$ cat src/design/mfsd_defines.vh
// Constants for the measurement fetch, status and diagnostic block.
// Included by the block's design files; definitions only.
`ifndef MFSD_DEFINES_VH
`define MFSD_DEFINES_VH

// Clock period and the timing tick, both in ns
`define MFSD_CLK_NS 50
`define MFSD_TICK_NS 50000

// Capacitance period at update code 00, in 0.05 ms ticks (2.80/9.60/...)
`define MFSD_CAP_T8 13'h0038
`define MFSD_CAP_T10 13'h00C0
`define MFSD_CAP_T12 13'h02D8
`define MFSD_CAP_T14 13'h0B48
// Extra period added by update codes 01, 10, 11 (5, 25, 125 ms)
`define MFSD_RATE_T1 13'h0064
`define MFSD_RATE_T2 13'h01F4
`define MFSD_RATE_T3 13'h09C4
// Temperature conversion plus correction, in ticks (0.55/1.40/4.75/18.25)
`define MFSD_TMP_T8 13'h000B
`define MFSD_TMP_T10 13'h001C
`define MFSD_TMP_T12 13'h005F
`define MFSD_TMP_T14 13'h016D

// Capacitance conversions per temperature conversion, minus one
`define MFSD_CAP_PER_TMP 3'h5

// Fetch status codes
`define MFSD_ST_VALID 2'h0
`define MFSD_ST_STALE 2'h1
`define MFSD_ST_CMD 2'h2

// Saturated diagnostic result and field positions
`define MFSD_SAT 14'h3FFF
`define MFSD_STATUS_MSB 7
`define MFSD_STATUS_LSB 6

`endif

$ cat src/design/mfsd_measure.v
// Measurement sequencer, result register, status code and diagnostics.
// Assumes config and sample inputs come from logic on CLOCK; the two
// command strobes come from the serial front end and are resynchronised.
//
// Contract
// Capacitance interval follows resolution and rate table
// Temperature interval follows resolution and rate table
// One temperature per six captures, capture follows
// Early fetch repeats result with stale code
// Ready rises when a new result lands
// Sleep mode converts only on a request
// No density output in sleep; alarms need serial
// Wake runs temperature, capacitance, then correction
// Update results and alarms before powering down
// SPI needs a fetch before next request
// After fetch in sleep stay powered down
// Host waits full conversion before polling status
// Status code in top bits of high byte
// Codes: 00 fresh, 01 stale, 10 command
// Fetch before first result reads stale
// Any fault saturates both results to 3FFF
// Any fault rails both density outputs high
// Config fault checked at boot and wake, permanent
// Other faults reported with the next update
// Parity error at config load is permanent
// RAM parity, double-bit, overflow flag transient
// Fetched flag cleared on write, set on fetch
`timescale 1ns/1ps
`include "mfsd_defines.vh"
module mfsd_measure #(
  parameter TICK_CYCLES = `MFSD_TICK_NS / `MFSD_CLK_NS
) (
  input wire CLOCK,
  input wire SRST,
  input wire SLEEP_MODE,
  input wire SPI_SELECT,
  input wire DENSITY_SELECT,
  input wire COMMAND_MODE,
  input wire [1:0] RES_SEL,
  input wire [1:0] RATE_SEL,
  input wire CONVERSION_MULTIPLIER_EIGHT,
  input wire RESULT_FETCH_CMD,
  input wire CONVERT_REQUEST_CMD,
  input wire [13:0] CAP_SAMPLE,
  input wire [13:0] TEMP_SAMPLE,
  input wire CFG_PARITY_ERR,
  input wire RAM_PARITY_ERR,
  input wire DOUBLE_BIT_ERROR_FLAG,
  input wire MATH_OVERFLOW,
  output reg [13:0] CAP_RESULT,
  output reg [13:0] TEMP_RESULT,
  output reg [1:0] STATUS_CODE,
  output reg [7:0] FETCH_HIGH_BYTE,
  output reg READY,
  output reg CORE_POWERED,
  output reg ALARM_ENABLE,
  output reg ALARM_UPDATE,
  output wire CAP_DENSITY_OUT,
  output wire TEMP_DENSITY_OUT
);
  localparam [3:0] ST_DOWN = 4'b0001;
  localparam [3:0] ST_TEMP = 4'b0010;
  localparam [3:0] ST_CAP = 4'b0100;
  localparam [3:0] ST_WRITE = 4'b1000;

  // Capacitance period in ticks; also used for the sleep cycle at code 00
  function [12:0] cap_ticks;
    input [1:0] res;
    input [1:0] rate;
    reg [12:0] base;
    begin
      base = `MFSD_CAP_T8;
      if (res == 2'h1) base = `MFSD_CAP_T10;
      else if (res == 2'h2) base = `MFSD_CAP_T12;
      else if (res == 2'h3) base = `MFSD_CAP_T14;
      if (rate == 2'h1) cap_ticks = base + `MFSD_RATE_T1;
      else if (rate == 2'h2) cap_ticks = base + `MFSD_RATE_T2;
      else if (rate == 2'h3) cap_ticks = base + `MFSD_RATE_T3;
      else cap_ticks = base;
    end
  endfunction

  function [12:0] tmp_ticks;
    input [1:0] res;
    begin
      if (res == 2'h1) tmp_ticks = `MFSD_TMP_T10;
      else if (res == 2'h2) tmp_ticks = `MFSD_TMP_T12;
      else if (res == 2'h3) tmp_ticks = `MFSD_TMP_T14;
      else tmp_ticks = `MFSD_TMP_T8;
    end
  endfunction

  // Command strobes cross from the serial clock; edges found after sync
  reg fetch_s1_q, fetch_s2_q, fetch_s3_q;
  reg req_s1_q, req_s2_q, req_s3_q;
  wire fetch_evt;
  wire req_evt;

  always @(posedge CLOCK) begin
    if (SRST) begin
      fetch_s1_q <= 1'b0;
      fetch_s2_q <= 1'b0;
      fetch_s3_q <= 1'b0;
      req_s1_q <= 1'b0;
      req_s2_q <= 1'b0;
      req_s3_q <= 1'b0;
    end else begin
      fetch_s1_q <= RESULT_FETCH_CMD;
      fetch_s2_q <= fetch_s1_q;
      fetch_s3_q <= fetch_s2_q;
      req_s1_q <= CONVERT_REQUEST_CMD;
      req_s2_q <= req_s1_q;
      req_s3_q <= req_s2_q;
    end
  end

  assign fetch_evt = fetch_s2_q & ~fetch_s3_q;
  assign req_evt = req_s2_q & ~req_s3_q;

  // 0.05 ms tick from the system clock
  reg [15:0] div_q;
  wire tick;
  assign tick = (div_q == TICK_CYCLES[15:0] - 16'h0001);

  always @(posedge CLOCK) begin
    if (SRST || tick) div_q <= 16'h0000;
    else div_q <= div_q + 16'h0001;
  end

  reg [3:0] state_q;
  reg [12:0] left_q;
  reg [2:0] caps_q;
  reg did_temp_q;
  reg boot_q;
  reg cfg_err_q;
  reg tran_err_q;
  reg fault_q;
  reg fetched_q;
  wire phase_end;
  wire sleep_ok;
  wire new_fetched;

  assign phase_end = tick && (left_q == 13'h0001);
  // Only the multiplier-eight timing is built
  wire [1:0] run_rate;
  assign run_rate = SLEEP_MODE ? 2'h0 : RATE_SEL;
  // A new SPI request is ignored until the last result was fetched
  assign sleep_ok = !SPI_SELECT || fetched_q;

  always @(posedge CLOCK) begin
    if (SRST) begin
      state_q <= ST_DOWN;
      left_q <= 13'h0001;
      caps_q <= 3'h0;
      did_temp_q <= 1'b0;
      boot_q <= 1'b1;
      cfg_err_q <= 1'b0;
      tran_err_q <= 1'b0;
      CORE_POWERED <= 1'b0;
      ALARM_UPDATE <= 1'b0;
    end else begin
      ALARM_UPDATE <= 1'b0;
      boot_q <= 1'b0;
      // Config check at boot and each wake; never cleared once set
      if ((boot_q || (state_q == ST_DOWN && req_evt)) && CFG_PARITY_ERR)
        cfg_err_q <= 1'b1;
      if (state_q != ST_DOWN && state_q != ST_WRITE &&
          (RAM_PARITY_ERR || DOUBLE_BIT_ERROR_FLAG || MATH_OVERFLOW))
        tran_err_q <= 1'b1;
      case (state_q)
        ST_DOWN: begin
          if (boot_q && !SLEEP_MODE) begin
            state_q <= ST_TEMP;
            left_q <= tmp_ticks(RES_SEL);
            tran_err_q <= 1'b0;
            CORE_POWERED <= 1'b1;
          end else if (!SLEEP_MODE) begin
            state_q <= ST_TEMP;
            left_q <= tmp_ticks(RES_SEL);
            tran_err_q <= 1'b0;
            CORE_POWERED <= 1'b1;
          end else if (req_evt && sleep_ok) begin
            // Wake only on a request: temperature, then capacitance
            state_q <= ST_TEMP;
            left_q <= tmp_ticks(RES_SEL);
            tran_err_q <= 1'b0;
            CORE_POWERED <= 1'b1;
          end
        end
        ST_TEMP: begin
          if (phase_end) begin
            // Capacitance always follows a temperature conversion
            state_q <= ST_CAP;
            left_q <= cap_ticks(RES_SEL, run_rate);
            did_temp_q <= 1'b1;
          end
        end
        ST_CAP: begin
          if (phase_end) state_q <= ST_WRITE;
          else if (tick) left_q <= left_q - 13'h0001;
        end
        ST_WRITE: begin
          ALARM_UPDATE <= 1'b1;
          did_temp_q <= 1'b0;
          tran_err_q <= 1'b0;
          if (SLEEP_MODE) begin
            state_q <= ST_DOWN;
            CORE_POWERED <= 1'b0;
            caps_q <= 3'h0;
          end else if (caps_q == `MFSD_CAP_PER_TMP) begin
            state_q <= ST_TEMP;
            left_q <= tmp_ticks(RES_SEL);
            caps_q <= 3'h0;
          end else begin
            // Period counts from the previous result to the next
            state_q <= ST_CAP;
            left_q <= cap_ticks(RES_SEL, run_rate);
            caps_q <= caps_q + 3'h1;
          end
        end
        default: state_q <= ST_DOWN;
      endcase
      if (state_q == ST_TEMP && !phase_end && tick)
        left_q <= left_q - 13'h0001;
    end
  end

  // Write into the output register wins over a fetch in the same cycle
  wire writing;
  assign writing = (state_q == ST_WRITE);
  assign new_fetched = writing ? 1'b0 : (fetch_evt ? 1'b1 : fetched_q);
  // Latched or still present at the write; one term for results and rails
  wire cyc_fault;
  assign cyc_fault = cfg_err_q | tran_err_q | RAM_PARITY_ERR |
                     DOUBLE_BIT_ERROR_FLAG | MATH_OVERFLOW;
  // Last real temperature, so a clean cycle drops an old 3FFF
  reg [13:0] temp_keep_q;

  always @(posedge CLOCK) begin
    if (SRST) begin
      fetched_q <= 1'b1;
      fault_q <= 1'b0;
      CAP_RESULT <= 14'h0000;
      TEMP_RESULT <= 14'h0000;
      temp_keep_q <= 14'h0000;
      STATUS_CODE <= `MFSD_ST_STALE;
      FETCH_HIGH_BYTE <= {`MFSD_ST_STALE, 6'h00};
      READY <= 1'b0;
      ALARM_ENABLE <= 1'b0;
    end else begin
      fetched_q <= new_fetched;
      if (writing) begin
        // Faults of this cycle appear with this update
        fault_q <= cyc_fault;
        if (cyc_fault) begin
          CAP_RESULT <= `MFSD_SAT;
          TEMP_RESULT <= `MFSD_SAT;
        end else begin
          CAP_RESULT <= CAP_SAMPLE;
          if (did_temp_q) begin
            TEMP_RESULT <= TEMP_SAMPLE;
            temp_keep_q <= TEMP_SAMPLE;
          end else begin
            TEMP_RESULT <= temp_keep_q;
          end
        end
      end else if (cfg_err_q) begin
        // Permanent fault shows even before any new cycle
        fault_q <= 1'b1;
        CAP_RESULT <= `MFSD_SAT;
        TEMP_RESULT <= `MFSD_SAT;
      end
      READY <= !new_fetched;
      if (COMMAND_MODE) STATUS_CODE <= `MFSD_ST_CMD;
      else if (new_fetched) STATUS_CODE <= `MFSD_ST_STALE;
      else STATUS_CODE <= `MFSD_ST_VALID;
      FETCH_HIGH_BYTE[`MFSD_STATUS_MSB:`MFSD_STATUS_LSB] <=
        COMMAND_MODE ? `MFSD_ST_CMD :
        (new_fetched ? `MFSD_ST_STALE : `MFSD_ST_VALID);
      FETCH_HIGH_BYTE[5:0] <= writing ?
        (cyc_fault ? 6'h3F : CAP_SAMPLE[13:8]) :
        (cfg_err_q ? 6'h3F : CAP_RESULT[13:8]);
      // Alarms in sleep need a serial port to carry requests
      ALARM_ENABLE <= !SLEEP_MODE || !DENSITY_SELECT;
    end
  end

  // Density output is off in sleep; no request could ever reach it
  wire dens_en;
  assign dens_en = DENSITY_SELECT && !SLEEP_MODE;

  mfsd_density u_cap_dens (
    .clk(CLOCK),
    .srst(SRST),
    .enable(dens_en),
    .rail(fault_q),
    .value(CAP_RESULT),
    .dout(CAP_DENSITY_OUT)
  );

  mfsd_density u_temp_dens (
    .clk(CLOCK),
    .srst(SRST),
    .enable(dens_en),
    .rail(fault_q),
    .value(TEMP_RESULT),
    .dout(TEMP_DENSITY_OUT)
  );
endmodule // mfsd_measure

$ cat src/design/mfsd_density.v
// First-order density modulator for one result channel.
// Assumes a value that is stable between output register updates.
`timescale 1ns/1ps
module mfsd_density (
  input wire clk,
  input wire srst,
  input wire enable,
  input wire rail,
  input wire [13:0] value,
  output reg dout
);
  reg [13:0] acc_q;
  wire [14:0] sum;

  assign sum = {1'b0, acc_q} + {1'b0, value};

  always @(posedge clk) begin
    if (srst || !enable) begin
      acc_q <= 14'h0000;
      dout <= 1'b0;
    end else if (rail) begin
      acc_q <= 14'h0000;
      dout <= 1'b1;
    end else begin
      acc_q <= sum[13:0];
      dout <= sum[14];
    end
  end
endmodule // mfsd_density

$ cat config.mk
export PLATFORM = sky130hd
export DESIGN_NAME = mfsd_measure
export DESIGN_NICKNAME = d
export VERILOG_FILES = /design/src/design/mfsd_measure.v /design/src/design/mfsd_density.v
export VERILOG_INCLUDE_DIRS = /design/src /design/src/design
export SDC_FILE = /design/constraint.sdc
export NUM_CORES = 1
export LEC_CHECK = 0
export BUFFER_PORTS_ARGS = -buffer_cell sky130_fd_sc_hd__buf_2
export CORE_UTILIZATION = 54
export CTS_BUF_LIST = sky130_fd_sc_hd__clkbuf_8
export CTS_CLUSTER_SIZE = 14
export DETAILED_ROUTE_END_ITERATION = 10
export PLACE_DENSITY = 0.74
export SYNTH_ARGS = -nofsm -noshare
export SYNTH_HDL_FRONTEND = slang
export SYNTH_SLANG_ARGS = --single-unit
export TNS_END_PERCENT = 10
$ cat constraint.sdc
create_clock -name CLOCK -period 2.3 [get_ports CLOCK]
set_input_delay 0.23 -clock CLOCK [delete_from_list [all_inputs] [get_ports CLOCK]]
set_output_delay 0.23 -clock CLOCK [all_outputs]
set_load 0.03 [all_outputs]
==> metrics <==
worst reg2reg path depth 8; ys flop type dfxtp_1; multi-input logic area 0.00398 mm^2; I/O Pins 89; initial antenna violation count 0; mapped cell area between 0.006 and 0.007 mm^2; Starting Density 56.3%; worst setup path category flip-flop to flip-flop; PnR worst setup slack 0.0401 ns; Worst-Skew Late Latency ~0.45 ns; Post-Synth Adder-Cell Area 8.05%; multiplexer fraction of the synthesized cell area 3.08%; clk sinks 132; GRT Total Usage 26.6%; Critical Path AT 2.62 ns; maximum clock rate around 0.44 GHz; worst hold path cell count 3; final RePlAce weighted congestion 0.878; area share of and/or/nand/nor cells after synthesis roughly a fifth; synth top area cells dfxtp_1 (38%), ha_1 (7.5%), o21a_1 (4.0%), nor2_1 (4.0%), a21oi_1 (3.6%); clk_skew 0.0132 ns; Final Max Slew Viols 0; Via-to-Cell Ratio 5.82; Synth warnings 0; clock-pin slew on the worst setup and hold paths 0.07 ns; Post-synth EDFFs 0; R2R Path End left_q[5]; syn nets 853; most frequent cells in the layout dfxtp_1 (132), buf_2 (87), nor2_1 (73), buf_4 (49), a21oi_1 (48); # rows 40; VDD IR max about 450 uV; final WL roughly 17000 um; htree depth 4; post-synthesis compound-gate area fraction a little under a quarter; Hold Vio Cnt, Final 0; top cell type's share of synthesized area between 30 and 40%; Die Wd between 100 and 150 um; crit path launch type flip-flop; Psw 2.14 mW; global-route wire length before repair 27600 um; placed cell area 0.00775 mm^2; die area 0.0132 mm^2; PwrDens 789 mW/mm^2; initial DRC count 370; via count of the routed design 6210; RSZ-0062 raised after global routing yes; Worst Hold Endpoint cfg_err_q; grt ovf 0; Critical Path RT 2.66 ns; Die Ht 115 um; critical register-to-register path startpoint div_q[11]; clock network fraction of design power 32.4%; Worst R2R Setup Slack 0.04 ns; most common cell after layout, fill and taps aside dfxtp_1; Placeable Area 0.0122 mm^2; drt first pass iters 5; Seq/Total Area, Yosys 38.5%; Mapped Cells 765; CP endpoint kind flip-flop; internal power roughly 4.4 mW; post-route cell area ~0.0083 mm^2; largest net degree at the start of global routing 49; number of fillers in the final layout about 1000; Total Nets Final 974; LEAKAGE approximately 3.4 nW; Synth cell types 71; Setup violations, final 0; Root Driver clkbuf_8; period utilization between 90% and 100%; HPWL Detailed around 12000 um; Place WS -0.134 ns; post-synthesis xor/xnor area fraction 3.06%; antenna cells 0; run status completed; Area Overhead vs Synth 20.4%; Comb pwr share approximately 27%; clock period minus worst slack between 2 and 2.5 ns; number of max-cap violations 0; Rel. slew slack 57.2%; remaining antenna violation count 0; DR WL/cell 15.9 um; largest family of logic cells by synthesized area compound AO/OA/AOI/OAI gates; FF/Latch Area roughly 0.0026 mm^2; slew at the pin with the worst max-slew slack 0.634 ns; net switching fraction of the power 32.8%; Yosys reg bits 132; asr flop ratio synth 0%; Hold Path Class input pin to flip-flop; CP Max Fanout 7; CTS tree done; sequential power share 40.3%; CTS max path bufs 2; Synth area leader dfxtp_1; layout cell share with drive strength beyond 1 24.9%; Port Buffer Count 87; synthesized area per cell 8.98 um^2; CTS Buf Count 17; # DRC 0; Worst Hold Launch CFG_PARITY_ERR; vias in the first global route 6011
[stage by stage]
stage | util, % | hold slack (ns) | setup TNS (ns) | power [mW] | instances
2_1_floorplan | - | 0.258 | 0 | 3.81 | 765
3_3_place_gp | 63.5 | 0.429 | 0 | 4.34 | 1033
3_5_place_dp | 63.5 | 0.431 | -0.257 | 4.39 | 1033
4_1_cts | 67.4 | 0.00954 | 0 | 6.50 | 1067
5_1_grt | 67.7 | 0.0118 | -0.0702 | 6.84 | 1067
6_report | 67.7 | 0.0295 | 0 | 6.53 | 1067
[worst max-delay path: stages, from the launching register on]
cell       delay (ns)
dfxtp_1          0.35
or4b_1           0.54
nor4_2           0.27
buf_4            0.16
nand3_2          0.15
buf_4            0.22
a21oi_1          0.17
a2111oi_1        0.08
a211oi_1         0.24
[sequential cells by signal, indices dropped and copies added (netlist names), 4 cells and up]
name,cells
u_cap_dens.acc_q,14
temp_keep_q,14
FETCH_HIGH_BYTE,6
CAP_RESULT,14
div_q,16
left_q,13
u_temp_dens.acc_q,14
TEMP_RESULT,14
state_q,4
[kinds of logic after synthesis]
group / after synthesis
XOR/XNOR: 24
AO/OA/AOI/OAI: 222
flip-flops: 132
buffers and inverters: 74
multiplexers: 21
AND/OR/NAND/NOR: 249
adder cells (fa/ha/maj): 43
[what timing repair did]
item,in CTS,in global routing
setup buffers,0,0
hold endpoints to repair,2,0
hold buffers,2,0
setup endpoints to repair,6,22
pin swaps,0,2
resized for setup,5,17
[layer usage]
layer | up-vias | part of all wire, % | global-route usage (%)
met3 | 37 | 3.9 | 5.75
li1 | 3053 | - | -
met5 | - | 0 | 0
met1 | 2964 | 44 | 31.7
met4 | 0 | 2.4 | 11.3
met2 | 156 | 49 | 46.5
[power by group through the flow]
stage                     combinational (mW)  clock, mW  sequential, mW
final                                   1.78       2.11            2.63
after global routing                    1.94       2.25            2.65
after CTS                               1.73       2.15            2.62
after detailed placement                1.72          0            2.67
after global placement                  1.67          0            2.66
after floorplan                         1.06          0            2.75
[synth_stat cells, types with 3 or more instances]
master    number
a21o_1         6
ha_1          41
buf_4          5
nand3_1       16
o21a_1        37
o31ai_1        4
clkbuf_1      23
o21bai_1       4
a22oi_1        4
o221a_2       20
mux2i_1       20
a21oi_1       50
o21ai_0       32
nor4b_1        5
nor3_1        32
and3_1         9
o21ai_1        4
nor3b_1        8
o32ai_1        5
a211oi_1      18
buf_2          9
o32ai_2        3
xnor2_1       13
nand2b_1      11
nand2_1       32
or4b_1         3
a21boi_0       4
dfxtp_1      132
or4_1          6
inv_1         35
nand3b_1       4
xor2_1        11
or2_2          4
o22ai_1        3
nand4_1        8
nor2_1        73
nor2b_1       16
o311ai_0       3
o211ai_1       5
and2_1         7
[worst max path at each step]
stage | startpoint | to | slack (ns)
after global routing | state_q[1] | left_q[5] | -0.06
final | div_q[11] | left_q[5] | 0.04
after floorplan | CAP_RESULT[0] | u_cap_dens.acc_q[12] | 0.05
after detailed placement | CAP_RESULT[0] | u_cap_dens.acc_q[12] | -0.13
after CTS | div_q[11] | left_q[3] | 0.003
after global placement | CAP_RESULT[0] | u_cap_dens.dout | 0.008
[final cells by class]
class | instances | area share (%)
Clock buffer | 21 | 3.49
Clock inverter | 11 | 1.78
Inverter | 35 | 1.59
Multi-Input combinational cell | 559 | 48.1
Sequential cell | 132 | 31.9
Tap cell | 168 | 2.54
Timing Repair Buffer | 141 | 10.6
No activity file was read; power rests on OpenSTA's default activity.
